### src/rtl/ecm_pkg.sv
// Constants, mode codes and carrier types of the encoder mode-command master.
package ecm_pkg;
  // ******************************************************************
  // Timing
  // ******************************************************************
  localparam int CLK_PERIOD_NS  = 100;
  localparam int LINK_PERIOD_NS = 800;
  // A half link period is a longest time, so it rounds down.
  localparam int LINK_HALF_CYC  = LINK_PERIOD_NS / (2 * CLK_PERIOD_NS);
  localparam logic [7:0] DIV_RELOAD = 8'(LINK_HALF_CYC - 1);

  // ******************************************************************
  // Mode codes (values are arbitrary)
  // ******************************************************************
  localparam logic [5:0] MODE_SEL_MEM  = 6'h01;
  localparam logic [5:0] MODE_RD_PARAM = 6'h02;
  localparam logic [5:0] MODE_WR_PARAM = 6'h03;
  localparam logic [5:0] MODE_RESET    = 6'h04;
  localparam logic [5:0] MODE_POS      = 6'h05;
  localparam logic [5:0] MODE_TEST_CMD = 6'h06;
  localparam logic [5:0] MODE_TEST_VAL = 6'h07;
  localparam logic [5:0] MODE_COMM     = 6'h08;
  localparam logic [5:0] MODE_POS_ADD  = 6'h11;
  localparam logic [5:0] MODE_POS_SEL  = 6'h12;
  localparam logic [5:0] MODE_POS_WR   = 6'h13;
  localparam logic [5:0] MODE_POS_RD   = 6'h14;
  localparam logic [5:0] MODE_POS_TEST = 6'h15;
  localparam logic [5:0] MODE_POS_CLR  = 6'h16;

  // ******************************************************************
  // Frame layout
  // ******************************************************************
  localparam int         BODY_W        = 64;
  localparam logic [5:0] TX_SHORT      = 6'h08;
  localparam logic [5:0] TX_LONG       = 6'h20;
  localparam logic [1:0] IDLE_BITS     = 2'h0;
  localparam logic [1:0] ERR_OLD       = 2'h1;
  localparam logic [1:0] ERR_NEW       = 2'h2;
  localparam logic [1:0] MAX_ADD_WORDS = 2'h2;
  localparam logic [6:0] TEST_LEN      = 7'h28;
  localparam logic [6:0] PARAM_LEN     = 7'h18;
  localparam logic [6:0] ADD_LEN       = 7'h18;
  localparam logic [6:0] CRC_LEN       = 7'h05;
  localparam logic [4:0] CRC_POLY      = 5'h0B;
  localparam logic [4:0] CRC_INIT      = 5'h1F;
  localparam logic [1:0] SEG_ERR       = 2'h0;
  localparam logic [1:0] SEG_BODY      = 2'h1;
  localparam logic [1:0] SEG_CRC       = 2'h2;

  typedef enum logic [4:0] {
    ST_IDLE = 5'h01,
    ST_TX   = 5'h02,
    ST_WAIT = 5'h04,
    ST_RX   = 5'h08,
    ST_DONE = 5'h10
  } ecm_state_type;

  typedef struct packed {
    logic [5:0]  mode;
    logic [7:0]  field1;
    logic [15:0] field2;
    logic [1:0]  additional_word_count;
  } ecm_cmd_type;

  typedef struct packed {
    logic [31:0] pos_hi;
    logic [31:0] pos_lo;
    logic [23:0] add1;
    logic [23:0] add2;
    logic [1:0]  err;
    logic [2:0]  crc_ok;
    logic        timeout;
  } ecm_result_type;
endpackage
### src/rtl/ecm_master.sv
// Mode-command master for a clocked serial absolute position encoder link.
// Notes on behaviour
// - Parameter read or write is refused until a memory area select was issued.
// - Memory area select carries the range code; encoder acknowledges it.
// - Plain position request returns position only, sends no fields.
// - A test value is refused unless a test command was issued since the last accepted test value.
// - Extended commands take zero, one or two additional words.
// - Older commands always use zero additional words.
// - Combined command: position plus memory area or block select.
// - Combined command: position plus parameter write.
// - Combined command: position plus read-access parameters.
// - Combined command: position plus test command with port address.
// - Combined command: position plus error clear, fields don't-care.
// - Position field length comes from a programmable clock count.
// - Position is delivered in normal order, right-justified, two halves.
// - Received frame is unpacked per the command that started it.
// - Unknown mode flags an error; valid commands signal success.
// - Each received portion carries a 5-bit check value, recomputed here.
`timescale 1ns/1ps
module ecm_master #(
  parameter int POS_MAX         = 64,
  parameter int START_WAIT_BITS = 32
) (
  input  wire logic                    clk,
  input  wire logic                    nrst,
  input  wire logic                    cmd_valid,
  input  wire ecm_pkg::ecm_cmd_type    cmd,
  input  wire logic [6:0]              position_clocks,
  output logic                         busy,
  output logic                         cmd_ok,
  output logic                         cmd_err,
  output logic                         frame_ready_flag,
  output ecm_pkg::ecm_result_type      result,
  output logic                         enc_clk,
  output logic                         enc_data_out,
  output logic                         enc_data_oe_n,
  input  wire logic                    enc_data_in
);
  import ecm_pkg::*;

  if (POS_MAX < 1 || POS_MAX > BODY_W) begin : g_bad_pos
    $error("POS_MAX out of range");
  end
  if (START_WAIT_BITS < 1 || START_WAIT_BITS > 255) begin : g_bad_wait
    $error("START_WAIT_BITS out of range");
  end
  if (LINK_HALF_CYC < 1) begin : g_bad_div
    $error("Link clock too fast for system clock");
  end

  // ******************************************************************
  // Reset release and input synchroniser
  // ******************************************************************
  logic rst_meta_r, rst_n_r, din_meta_r, din_r;
  always_ff @(posedge clk or negedge nrst) begin
    if (!nrst) begin
      rst_meta_r <= 1'b0;
      rst_n_r    <= 1'b0;
    end else begin
      rst_meta_r <= 1'b1;
      rst_n_r    <= rst_meta_r;
    end
  end
  always_ff @(posedge clk or negedge rst_n_r) begin
    if (!rst_n_r) begin
      din_meta_r <= 1'b0;
      din_r      <= 1'b0;
    end else begin
      din_meta_r <= enc_data_in;
      din_r      <= din_meta_r;
    end
  end

  // ******************************************************************
  // Command decode
  // ******************************************************************
  ecm_state_type state_r, state_nxt;
  logic mem_sel_r, test_arm_r;
  wire m_sel  = cmd.mode == MODE_SEL_MEM;
  wire m_rd   = cmd.mode == MODE_RD_PARAM;
  wire m_wr   = cmd.mode == MODE_WR_PARAM;
  wire m_rst  = cmd.mode == MODE_RESET;
  wire m_pos  = cmd.mode == MODE_POS;
  wire m_tcmd = cmd.mode == MODE_TEST_CMD;
  wire m_tval = cmd.mode == MODE_TEST_VAL;
  wire m_comm = cmd.mode == MODE_COMM;
  wire m_padd = cmd.mode == MODE_POS_ADD;
  wire m_psel = cmd.mode == MODE_POS_SEL;
  wire m_pwr  = cmd.mode == MODE_POS_WR;
  wire m_prd  = cmd.mode == MODE_POS_RD;
  wire m_ptst = cmd.mode == MODE_POS_TEST;
  wire m_pclr = cmd.mode == MODE_POS_CLR;
  wire is_old = m_sel | m_rd | m_wr | m_rst | m_pos | m_tcmd | m_tval | m_comm;
  wire is_new = m_padd | m_psel | m_pwr | m_prd | m_ptst | m_pclr;
  wire no_fields = m_pos | m_tval | m_padd;
  wire pos_kind  = m_pos | is_new;
  wire count_bad = is_new & (cmd.additional_word_count > MAX_ADD_WORDS);
  wire seq_bad = ((m_rd | m_wr | m_prd | m_pwr) & ~mem_sel_r) | (m_tval & ~test_arm_r);
  wire accept  = cmd_valid & (state_r == ST_IDLE);
  wire start   = accept & (is_old | is_new) & ~count_bad & ~seq_bad;
  wire [1:0] add_sel = is_new ? cmd.additional_word_count : 2'h0;
  wire [1:0] errn_sel = is_new ? ERR_NEW : ((m_pos | m_tval) ? ERR_OLD : 2'h0);
  wire [6:0] blen_sel = pos_kind ? position_clocks : (m_tval ? TEST_LEN : PARAM_LEN);
  // range code and fields follow the mode
  wire [31:0] tx_load = no_fields ? {IDLE_BITS, cmd.mode, 24'h000000}
                                  : {IDLE_BITS, cmd.mode, cmd.field1, cmd.field2};

  // ******************************************************************
  // Link clock divider
  // ******************************************************************
  logic [7:0] div_r;
  logic       lclk_r;
  wire running = (state_r == ST_TX) | (state_r == ST_WAIT) | (state_r == ST_RX);
  wire tick    = running & (div_r == 8'h00);
  // Data changes and is sampled at falling link edges, leaving the
  // encoder's rising-edge output a half period, less the sync delay, to settle.
  wire fall    = tick & lclk_r;
  always_ff @(posedge clk or negedge rst_n_r) begin
    if (!rst_n_r) begin
      div_r  <= DIV_RELOAD;
      lclk_r <= 1'b1;
    end else begin
      div_r  <= (!running | tick) ? DIV_RELOAD : div_r - 8'h01;
      lclk_r <= !running ? 1'b1 : (tick ? ~lclk_r : lclk_r);
    end
  end

  // ******************************************************************
  // Frame sequencing
  // ******************************************************************
  logic [31:0] tx_sh_r;
  logic [5:0]  tx_cnt_r, tx_len_r;
  logic [7:0]  wait_cnt_r;
  logic [6:0]  bit_cnt_r, blen_r;
  logic [1:0]  seg_r, word_r, add_r, errn_r;
  logic        pos_kind_r, timeout_r;
  wire [6:0] seg_len = (seg_r == SEG_ERR) ? {5'h00, errn_r} :
                       (seg_r == SEG_CRC) ? CRC_LEN :
                       (word_r == 2'h0)   ? blen_r : ADD_LEN;
  wire seg_last  = bit_cnt_r == (seg_len - 7'h01);
  wire rx_bit    = (state_r == ST_RX) & fall;
  wire tx_end    = tx_cnt_r == tx_len_r;
  wire wait_end  = wait_cnt_r == START_WAIT_BITS[7:0];
  wire frame_end = rx_bit & (seg_r == SEG_CRC) & seg_last & (word_r == add_r);

  always_comb begin
    state_nxt = state_r;
    unique case (state_r)
      ST_IDLE: if (start) state_nxt = ST_TX;
      ST_TX:   if (fall & tx_end) state_nxt = ST_WAIT;
      ST_WAIT: begin
        if (fall & din_r) state_nxt = ST_RX;
        else if (fall & wait_end) state_nxt = ST_DONE;
      end
      ST_RX:   if (frame_end) state_nxt = ST_DONE;
      ST_DONE: state_nxt = ST_IDLE;
    endcase
  end

  always_ff @(posedge clk or negedge rst_n_r) begin
    if (!rst_n_r) begin
      state_r <= ST_IDLE;
      busy    <= 1'b0;
    end else begin
      state_r <= state_nxt;
      busy    <= state_nxt != ST_IDLE;
    end
  end

  always_ff @(posedge clk or negedge rst_n_r) begin
    if (!rst_n_r) begin
      cmd_ok     <= 1'b0;
      cmd_err    <= 1'b0;
      mem_sel_r  <= 1'b0;
      test_arm_r <= 1'b0;
    end else begin
      cmd_ok  <= start;
      cmd_err <= accept & ~start;
      // remember prerequisites; encoder reset forgets them
      if (start) begin
        mem_sel_r  <= ~m_rst & (mem_sel_r | m_sel | m_psel);
        test_arm_r <= ~m_rst & ~m_tval & (test_arm_r | m_tcmd | m_ptst);
      end
    end
  end

  always_ff @(posedge clk or negedge rst_n_r) begin
    if (!rst_n_r) begin
      tx_sh_r       <= 32'h00000000;
      tx_cnt_r      <= 6'h00;
      tx_len_r      <= TX_SHORT;
      enc_data_out  <= 1'b0;
      enc_data_oe_n <= 1'b1;
      wait_cnt_r    <= 8'h00;
      timeout_r     <= 1'b0;
    end else if (start) begin
      tx_sh_r       <= tx_load;
      tx_cnt_r      <= 6'h00;
      tx_len_r      <= no_fields ? TX_SHORT : TX_LONG;
      enc_data_oe_n <= 1'b0;
      wait_cnt_r    <= 8'h00;
      timeout_r     <= 1'b0;
    end else if (fall & (state_r == ST_TX)) begin
      if (tx_end) begin
        enc_data_oe_n <= 1'b1;
        enc_data_out  <= 1'b0;
      end else begin
        enc_data_out <= tx_sh_r[31];
        tx_sh_r      <= {tx_sh_r[30:0], 1'b0};
        tx_cnt_r     <= tx_cnt_r + 6'h01;
      end
    end else if (fall & (state_r == ST_WAIT) & ~din_r) begin
      wait_cnt_r <= wait_cnt_r + 8'h01;
      timeout_r  <= wait_end;
    end
  end

  // ******************************************************************
  // Receive unpacking
  // ******************************************************************
  logic [BODY_W-1:0] body_r;
  logic [23:0]       add_sh_r, add1_r, add2_r;
  logic [4:0]        crc_r, crc_rx_r;
  logic [2:0]        crc_ok_r;
  logic [1:0]        err_r;
  wire [4:0] crc_step = {crc_r[3:0], 1'b0} ^ ((crc_r[4] ^ din_r) ? CRC_POLY : 5'h00);
  wire [4:0] crc_got  = {crc_rx_r[3:0], din_r};
  // LSB-first bit k lands at index k: normal order, right-justified
  wire [BODY_W-1:0] body_pos = din_r ? (body_r | ({{(BODY_W-1){1'b0}}, 1'b1} << bit_cnt_r))
                                     : body_r;
  wire [BODY_W-1:0] body_nxt = pos_kind_r ? body_pos : {body_r[BODY_W-2:0], din_r};

  always_ff @(posedge clk or negedge rst_n_r) begin
    if (!rst_n_r) begin
      bit_cnt_r  <= 7'h00;
      seg_r      <= SEG_BODY;
      word_r     <= 2'h0;
      add_r      <= 2'h0;
      errn_r     <= 2'h0;
      blen_r     <= PARAM_LEN;
      pos_kind_r <= 1'b0;
    end else if (start) begin
      bit_cnt_r  <= 7'h00;
      seg_r      <= (errn_sel != 2'h0) ? SEG_ERR : SEG_BODY;
      word_r     <= 2'h0;
      add_r      <= add_sel;
      errn_r     <= errn_sel;
      blen_r     <= blen_sel;
      pos_kind_r <= pos_kind;
    end else if (rx_bit) begin
      bit_cnt_r <= seg_last ? 7'h00 : bit_cnt_r + 7'h01;
      if (seg_last) begin
        seg_r <= (seg_r == SEG_BODY) ? SEG_CRC : SEG_BODY;
        if (seg_r == SEG_CRC) word_r <= word_r + 2'h1;
      end
    end
  end

  always_ff @(posedge clk or negedge rst_n_r) begin
    if (!rst_n_r) begin
      body_r   <= '0;
      add_sh_r <= 24'h000000;
      add1_r   <= 24'h000000;
      add2_r   <= 24'h000000;
      crc_r    <= CRC_INIT;
      crc_rx_r <= 5'h00;
      crc_ok_r <= 3'h0;
      err_r    <= 2'h0;
    end else if (start) begin
      body_r   <= '0;
      crc_r    <= CRC_INIT;
      crc_ok_r <= 3'h0;
      err_r    <= 2'h0;
      add1_r   <= 24'h000000;
      add2_r   <= 24'h000000;
    end else if (rx_bit) begin
      if (seg_r == SEG_CRC) begin
        crc_rx_r <= crc_got;
        if (seg_last) begin
          crc_ok_r[word_r] <= crc_got == crc_r;
          crc_r            <= CRC_INIT;
          if (word_r == 2'h1) add1_r <= add_sh_r;
          if (word_r == 2'h2) add2_r <= add_sh_r;
        end
      end else begin
        crc_r <= crc_step;
        if (seg_r == SEG_ERR) err_r <= {err_r[0], din_r};
        else if (word_r == 2'h0) body_r <= body_nxt;
        else add_sh_r <= {add_sh_r[22:0], din_r};
      end
    end
  end

  // ******************************************************************
  // Result delivery
  // ******************************************************************
  always_ff @(posedge clk or negedge rst_n_r) begin
    if (!rst_n_r) begin
      result           <= '0;
      frame_ready_flag <= 1'b0;
    end else if (start) begin
      frame_ready_flag <= 1'b0;
    end else if (state_r == ST_DONE) begin
      frame_ready_flag <= 1'b1;
      result           <= {body_r[63:32], body_r[31:0], add1_r, add2_r,
                           err_r, crc_ok_r, timeout_r};
    end
  end

  assign enc_clk = lclk_r;
endmodule

### config.mk
export PLATFORM = sky130hd
export DESIGN_NAME = ecm_master
export DESIGN_NICKNAME = d
export VERILOG_FILES = /design/src/rtl/ecm_pkg.sv /design/src/rtl/ecm_master.sv
export SDC_FILE = /design/constraint.sdc
export NUM_CORES = 1
export LEC_CHECK = 0
export BUFFER_PORTS_ARGS = -buffer_cell sky130_fd_sc_hd__clkbuf_2
export CAP_MARGIN = 20
export CORE_ASPECT_RATIO = 1.1
export CORE_MARGIN = 3
export CORE_UTILIZATION = 55
export DETAILED_ROUTE_END_ITERATION = 12
export HOLD_SLACK_MARGIN = 0.1
export PLACE_DENSITY = 0.75
export SLEW_MARGIN = 20
export SYNTH_ARGS = -nofsm -noshare
export SYNTH_HDL_FRONTEND = slang
export SYNTH_SLANG_ARGS = --single-unit
### constraint.sdc
create_clock -name clk -period 14.25 [get_ports clk]
set_input_delay 2.1375 -clock clk [delete_from_list [all_inputs] [get_ports clk]]
set_output_delay 2.1375 -clock clk [all_outputs]
set_load 0.1 [all_outputs]
=== Word level (Yosys, flattened, before mapping) ===
Cells that the tools add are included.

* Register bits: 370
* Input bits: 43
* Output and inout bits: 125
* Logic and storage cells: 266

* Add/sub/neg operators: 6
* Magnitude comparators: 3
* Equality and inequality tests: 36
* Shifts and indexed selects: 1
* Multiplexer cells: 82
* Bitwise operators: 65
* Reduce and logical (&&, ||, !) cells: 31

{| class="wikitable"
|+ Operators by type and width
! operator !! number
|-
| $mux W64 || 7
|-
| $mux W24 || 11
|-
| $mux W32 || 3
|-
| $or A64 B64 Y64 || 1
|-
| $shl A1 B7 Y64 const A || 1
|-
| $mux W7 || 7
|-
| $mux W5 || 9
|-
| $eq A6 B5 Y1 const B || 6
|-
| $mux W8 || 4
|-
| $mux W6 || 5
|-
| $mux W2 || 14
|-
| $or A1 B1 Y1 || 27
|-
| $pmux W5 S5 || 1
|-
| $eq A6 B3 Y1 const B || 4
|-
| $reduce_bool A2 Y1 || 12
|-
| $and A1 B1 Y1 || 23
|-
| $mux W1 || 14
|-
| $reduce_and A2 Y1 || 7
|-
| $eq A6 B2 Y1 const B || 2
|-
| $mux W3 || 4
|-
| $not A1 Y1 || 12
|-
| $reduce_and A5 Y1 || 2
|-
| $reduce_and A3 Y1 || 3
|-
| $add A8 B1 Y8 const B || 1
|-
| other kinds (36) || 44
|}

=== Logic depth before layout (Yosys ltp) ===
* Depth in word-level cells: 15
* Mapped depth: 17
* Mapped depth without buffers: 13

=== Worst setup path before layout ===
No wires, ideal clock.

* Path type: input to register
* Start point: input port cmd[30] (netlist name)
* End point: register busy
* Setup time: 129 ps
* Arrival time: 3998 ps
* Data required time: 14121 ps
* Setup slack: 10123 ps
* Stages on the path: 8
* Path buffers: 2
* Cell sequence: buf_2 -> or4b_2 -> a31oi_1 -> or4b_1 -> buf_4 -> clkinv_4 -> o32a_1 -> a2111o_1

* Word-level cells in the longest chain between the ends: 15
* Elaborated cells on any way between the ends: 42
* Those cells by class: eq/ne: 15; mux: 2; bitwise: 25

{| class="wikitable"
|+ RTL lines
! element !! RTL line !! RTL
|-
| from (decl) || ecm_master.sv:27 || <nowiki>input wire ecm_pkg::ecm_cmd_type cmd,</nowiki>
|-
| $eq A6 B1 Y1 / $eq A6 B2 Y1 (equally long branches) || ecm_master.sv:79, ecm_master.sv:80 ||
|-
| $or A1 B1 Y1 (7 in series) || ecm_master.sv:93 || <nowiki>wire is_old = m_sel | m_rd | m_wr | m_rst | m_pos | m_tcmd | m_tval | m_comm;</nowiki>
|-
| $or A1 B1 Y1 || ecm_master.sv:100 || <nowiki>wire start = accept & (is_old | is_new) & ~count_bad & ~seq_bad;</nowiki>
|-
| $and A1 B1 Y1 (2 in series) || ecm_master.sv:100 ||
|-
| $and A1 B1 Y1 (*) || ecm_master.sv:100 ||
|-
| $mux W5 (*) || ecm_master.sv:149 || <nowiki>ST_IDLE: if (start) state_nxt = ST_TX;</nowiki>
|-
| $pmux W5 S5 (*) || ecm_master.sv:148 || <nowiki>unique case (state_r)</nowiki>
|-
| via state_nxt[1] || ecm_master.sv:77 || <nowiki>ecm_state_type state_r, state_nxt;</nowiki>
|-
| $ne A5 B1 Y1 (*) || ecm_master.sv:166 || <nowiki>busy <= state_nxt != ST_IDLE;</nowiki>
|-
| to (signal assigned) || ecm_master.sv:163 || <nowiki>busy <= 1'b0;</nowiki>
|-
| to (signal assigned) || ecm_master.sv:166 ||
|-
| to (decl) || ecm_master.sv:29 || <nowiki>output logic busy,</nowiki>
|}

The timed path passes the listed nets; every way through them passes the cells marked *.
A chain may end at the register's enable or synchronous reset.

=== Worst setup path in the final report ===
* Start point: input port cmd[28] (netlist name)
* End point: register test_arm_r

* Word-level cells in the longest chain between the ends: 12
* Elaborated cells on any way between the ends: 45
* Those cells by class: eq/ne: 14; bitwise: 31

{| class="wikitable"
|+ RTL lines
! element !! RTL line !! RTL
|-
| $eq A6 B1 Y1 / $eq A6 B2 Y1 (equally long branches) || ecm_master.sv:79, ecm_master.sv:80 ||
|-
| $or A1 B1 Y1 (7 in series) || ecm_master.sv:93 ||
|-
| $or A1 B1 Y1 || ecm_master.sv:100 ||
|-
| $and A1 B1 Y1 (3 in series) || ecm_master.sv:100 ||
|-
| to (signal assigned) || ecm_master.sv:182 || <nowiki>test_arm_r <= ~m_rst & ~m_tval & (test_arm_r | m_tcmd | m_ptst);</nowiki>
|-
| to (decl) || ecm_master.sv:78 || <nowiki>logic mem_sel_r, test_arm_r;</nowiki>
|}

Parallel ways exist; a longest one is shown, timed or not.

==> flow_summary.yaml <==
final_layout:
  nNetsFinal: 1673
  syn2layout_area_growth_pct: 13.7
  drive_gt1_frac: 0.260
  diodes: 0
  final_cell_area_um2: 18400
placed_design:
  dpl_cell_area_um2: 17100
  routabilityCongestion: 0.780
  detailed_place_hpwl_um: 21600
  port_buffers: 167
clock_tree:
  cts_buffers: 38
  cts_setup_buffers: 0
  clkTransAtPathRegs_ns: 0.06
  postCtsResizedCells: 0
  clockRootBuffer: "clkbuf_16"
  hold_buffers: 0
  worst_skew_pair.late_latency_ns: 0.53
  cts_buffer_depth: 3
  cts_tree: "built"
  cts_sinks: 366
  h-tree-depth: 2
setup_path:
  rrSetupSlack_ns: 9.96
  cp_max_fo: 99
  reg2reg_depth: 12
  required_ns: 14.67
  r2r-start: "word_r[0]"
  critical_path.top_delay_family: "buffers and inverters"
  path_depth: 10
  crit_path_start_kind: "primary input"
  path_buf_inv: 3
  worstPathArrival_ns: 6.16
  worstSetupStartpoint: "cmd[28]"
  path_cells: "clkbuf_2, or2_1, o21a_1, a2111oi_0, or4b_4, clkinv_4, buf_4, and3_1, o32ai_1, a31o_1"
  slowest_stage: "or4b_4"
  crit_path_max_incr_delay_ns: 0.90
  worstReg2RegEnd: "add2_r[0]"
  worstSetupPathType: "in -> reg"
  critPathCaptureType: "flip-flop"
  crit_end: "test_arm_r"
route:
  highest_layer: "met4"
  viasPerCell: 5.71
  ant_nets: 0
  wl_um: 33900
  wire_per_inst_um: 16.9
  wl_met1_um: 15100
  firstDrtPassIters: 5
  wl_met2_um: 16100
  drc: 0
  routed-wl-met3_um: 2010
  first_iter_violations: 877
  route.vias.total: 11500
sta:
  fmax_mhz: 174
  rsz0062_at_grt: "no"
  min_period_ns: 5.75
  finalMaxSlewViolations: 0
  finalSetupViolCount: 0
  hold_viol_final: 0
  max_slew_margin: 0.346
  finClkSkew_ns: 0.0180
  worst_pin_slew_ns: 0.981
  fin_tns_setup_ns: 0
  min_period_over_period: 0.403
floorplanning:
  fp-row-count: 65
  start_util: 0.561
  fp.dieW_um: 169
  io_pins: 168
  die_h_um: 186
  coreArea_um2: 28800
  die_area_um2: 31500
synth:
  syn_area_um2: 16200
  synth_seq_cells: 366
  yosysUniqueCellTypes: 76
  synthFlopType: "dfrtp_1"
  yosys.area.top_type_share: 0.545
  synth_largest_area_cell: "dfrtp_1"
  synth_edf_count: 0
  ys_seq_area_frac: 0.568
  syn_inst: 1496
  syn_avg_cell_area_um2: 10.8
  post-synth-top-count-cell: "dfrtp_1"
  synth_area_leaders: "dfrtp_1 (55%), mux2_2 (10%), o21ai_0 (4.5%)"
  ys_async_sr_fraction: 1.00
  yosys_warnings: 0
  synthesis.nets: 1555
  synth_common_cells: "dfrtp_1 (352), nand2_1 (172), mux2_2 (146)"
global_routing:
  grt_pass1_vias: 11400
  grt-ovfl-total: 0
  grt_antenna_before_repair: 0
  grt_max_degree: 100
  grt_util_all_layers: 0.220
  grt_pass1_wl_um: 57500
run:
  drv_cap: 0
power:
  ir_drop_mv: 0.0919
  switching_share: 0.222
  power.internal_uw: 1680
  p_leak_uw: 0.00852
  p_switching_uw: 478
  p_seq_frac: 0.504
  combPwrFrac: 0.035
  clockPowerShare: 0.461
  powerDensity_nw_per_um2: 117
status:
  status: "complete, no violations"
hold_path:
  hold_class: "reg -> reg"
[through the flow]
| step | hold slack, ns | instances | setup slack [ns] | util | total power, uW |
|---|---|---|---|---|---|
| floorplan | 0.331 | 1496 | 3.32 | - | 1150 |
| global placement | 0.334 | 1940 | 8.06 | 0.592 | 1180 |
| detailed placement | 0.343 | 1941 | 7.99 | 0.593 | 1180 |
| CTS | 0.358 | 2010 | 8.52 | 0.637 | 2180 |
| global route | 0.361 | 2011 | 8.12 | 0.638 | 2240 |
| finish | 0.354 | 2011 | 8.50 | 0.638 | 2160 |
[cell families (layout without fill, tap and decap cells)]
logic type	Yosys count	after routing	share of synthesized area
AND/OR/NAND/NOR	483	483	0.139
flip-flops	366	366	0.568
XOR/XNOR	37	37	0.0209
AO/OA/AOI/OAI	290	290	0.101
adder cells (fa/ha/maj)	16	16	0.0124
buffers and inverters	127	274	0.0385
other	1	1	0.000232
multiplexers	176	176	0.120
[cell type report]
class	instances	area, um^2
clock buffers	52	1070
repair buffers	181	981
flip-flops and latches	366	9180
well taps	368	460
fillers	2264	10400
inverters	24	95.1
multi-input cells	1003	6380
clock inverters	17	193
[metal layers]
layer / vias to the layer above / global-route usage
met3: 59 / 0.0414
met2: 331 / 0.356
met4: 0 / 0.0687
met1: 5644 / 0.306
met5: - / 0
li1: 5447 / -
[flip-flops by register name, indices dropped and copies added (netlist names), 8 cells and up]
name,count
tx_sh_r,32
add2_r,24
div_r,8
body_r,64
wait_cnt_r,8
result,118
add1_r,24
add_sh_r,24
[worst min path at each step]
stage                     startpoint      end  slack (ns)  depth (start not counted)
after floorplan           din_meta_r    din_r        0.33                          0
after global placement    rst_meta_r  rst_n_r        0.33                          0
after detailed placement  rst_meta_r  rst_n_r        0.34                          0
after CTS                 rst_meta_r  rst_n_r        0.36                          0
after global routing      rst_meta_r  rst_n_r        0.36                          0
final                     rst_meta_r  rst_n_r        0.35                          0
[power groups by stage]
stage | combinational, uW | clock [uW] | sequential (uW)
after detailed placement | 74.5 | 0 | 1110
final | 75.0 | 994 | 1090
after global placement | 72.1 | 0 | 1110
after floorplan | 42.3 | 0 | 1110
after CTS | 75.3 | 1010 | 1090
after global routing | 85.9 | 1060 | 1090
[placed cells by master, fill, tap and decap left out, types with 7 or more instances in the layout]
cell / instances
nand3_1: 53
clkbuf_2: 167
clkbuf_8: 7
clkbuf_1: 7
clkinv_2: 8
dfrtp_1: 351
nor2b_1: 7
nor2_1: 117
ha_1: 16
clkbuf_16: 38
and3_1: 7
dfstp_2: 14
xnor2_1: 19
o21ai_1: 12
a21oi_1: 80
mux2i_1: 30
nand2_1: 172
inv_1: 23
xor2_1: 17
mux2_2: 146
nor3_1: 72
o21ai_0: 144
buf_4: 12
nand4_1: 8
(Power assumes the default switching activity.)
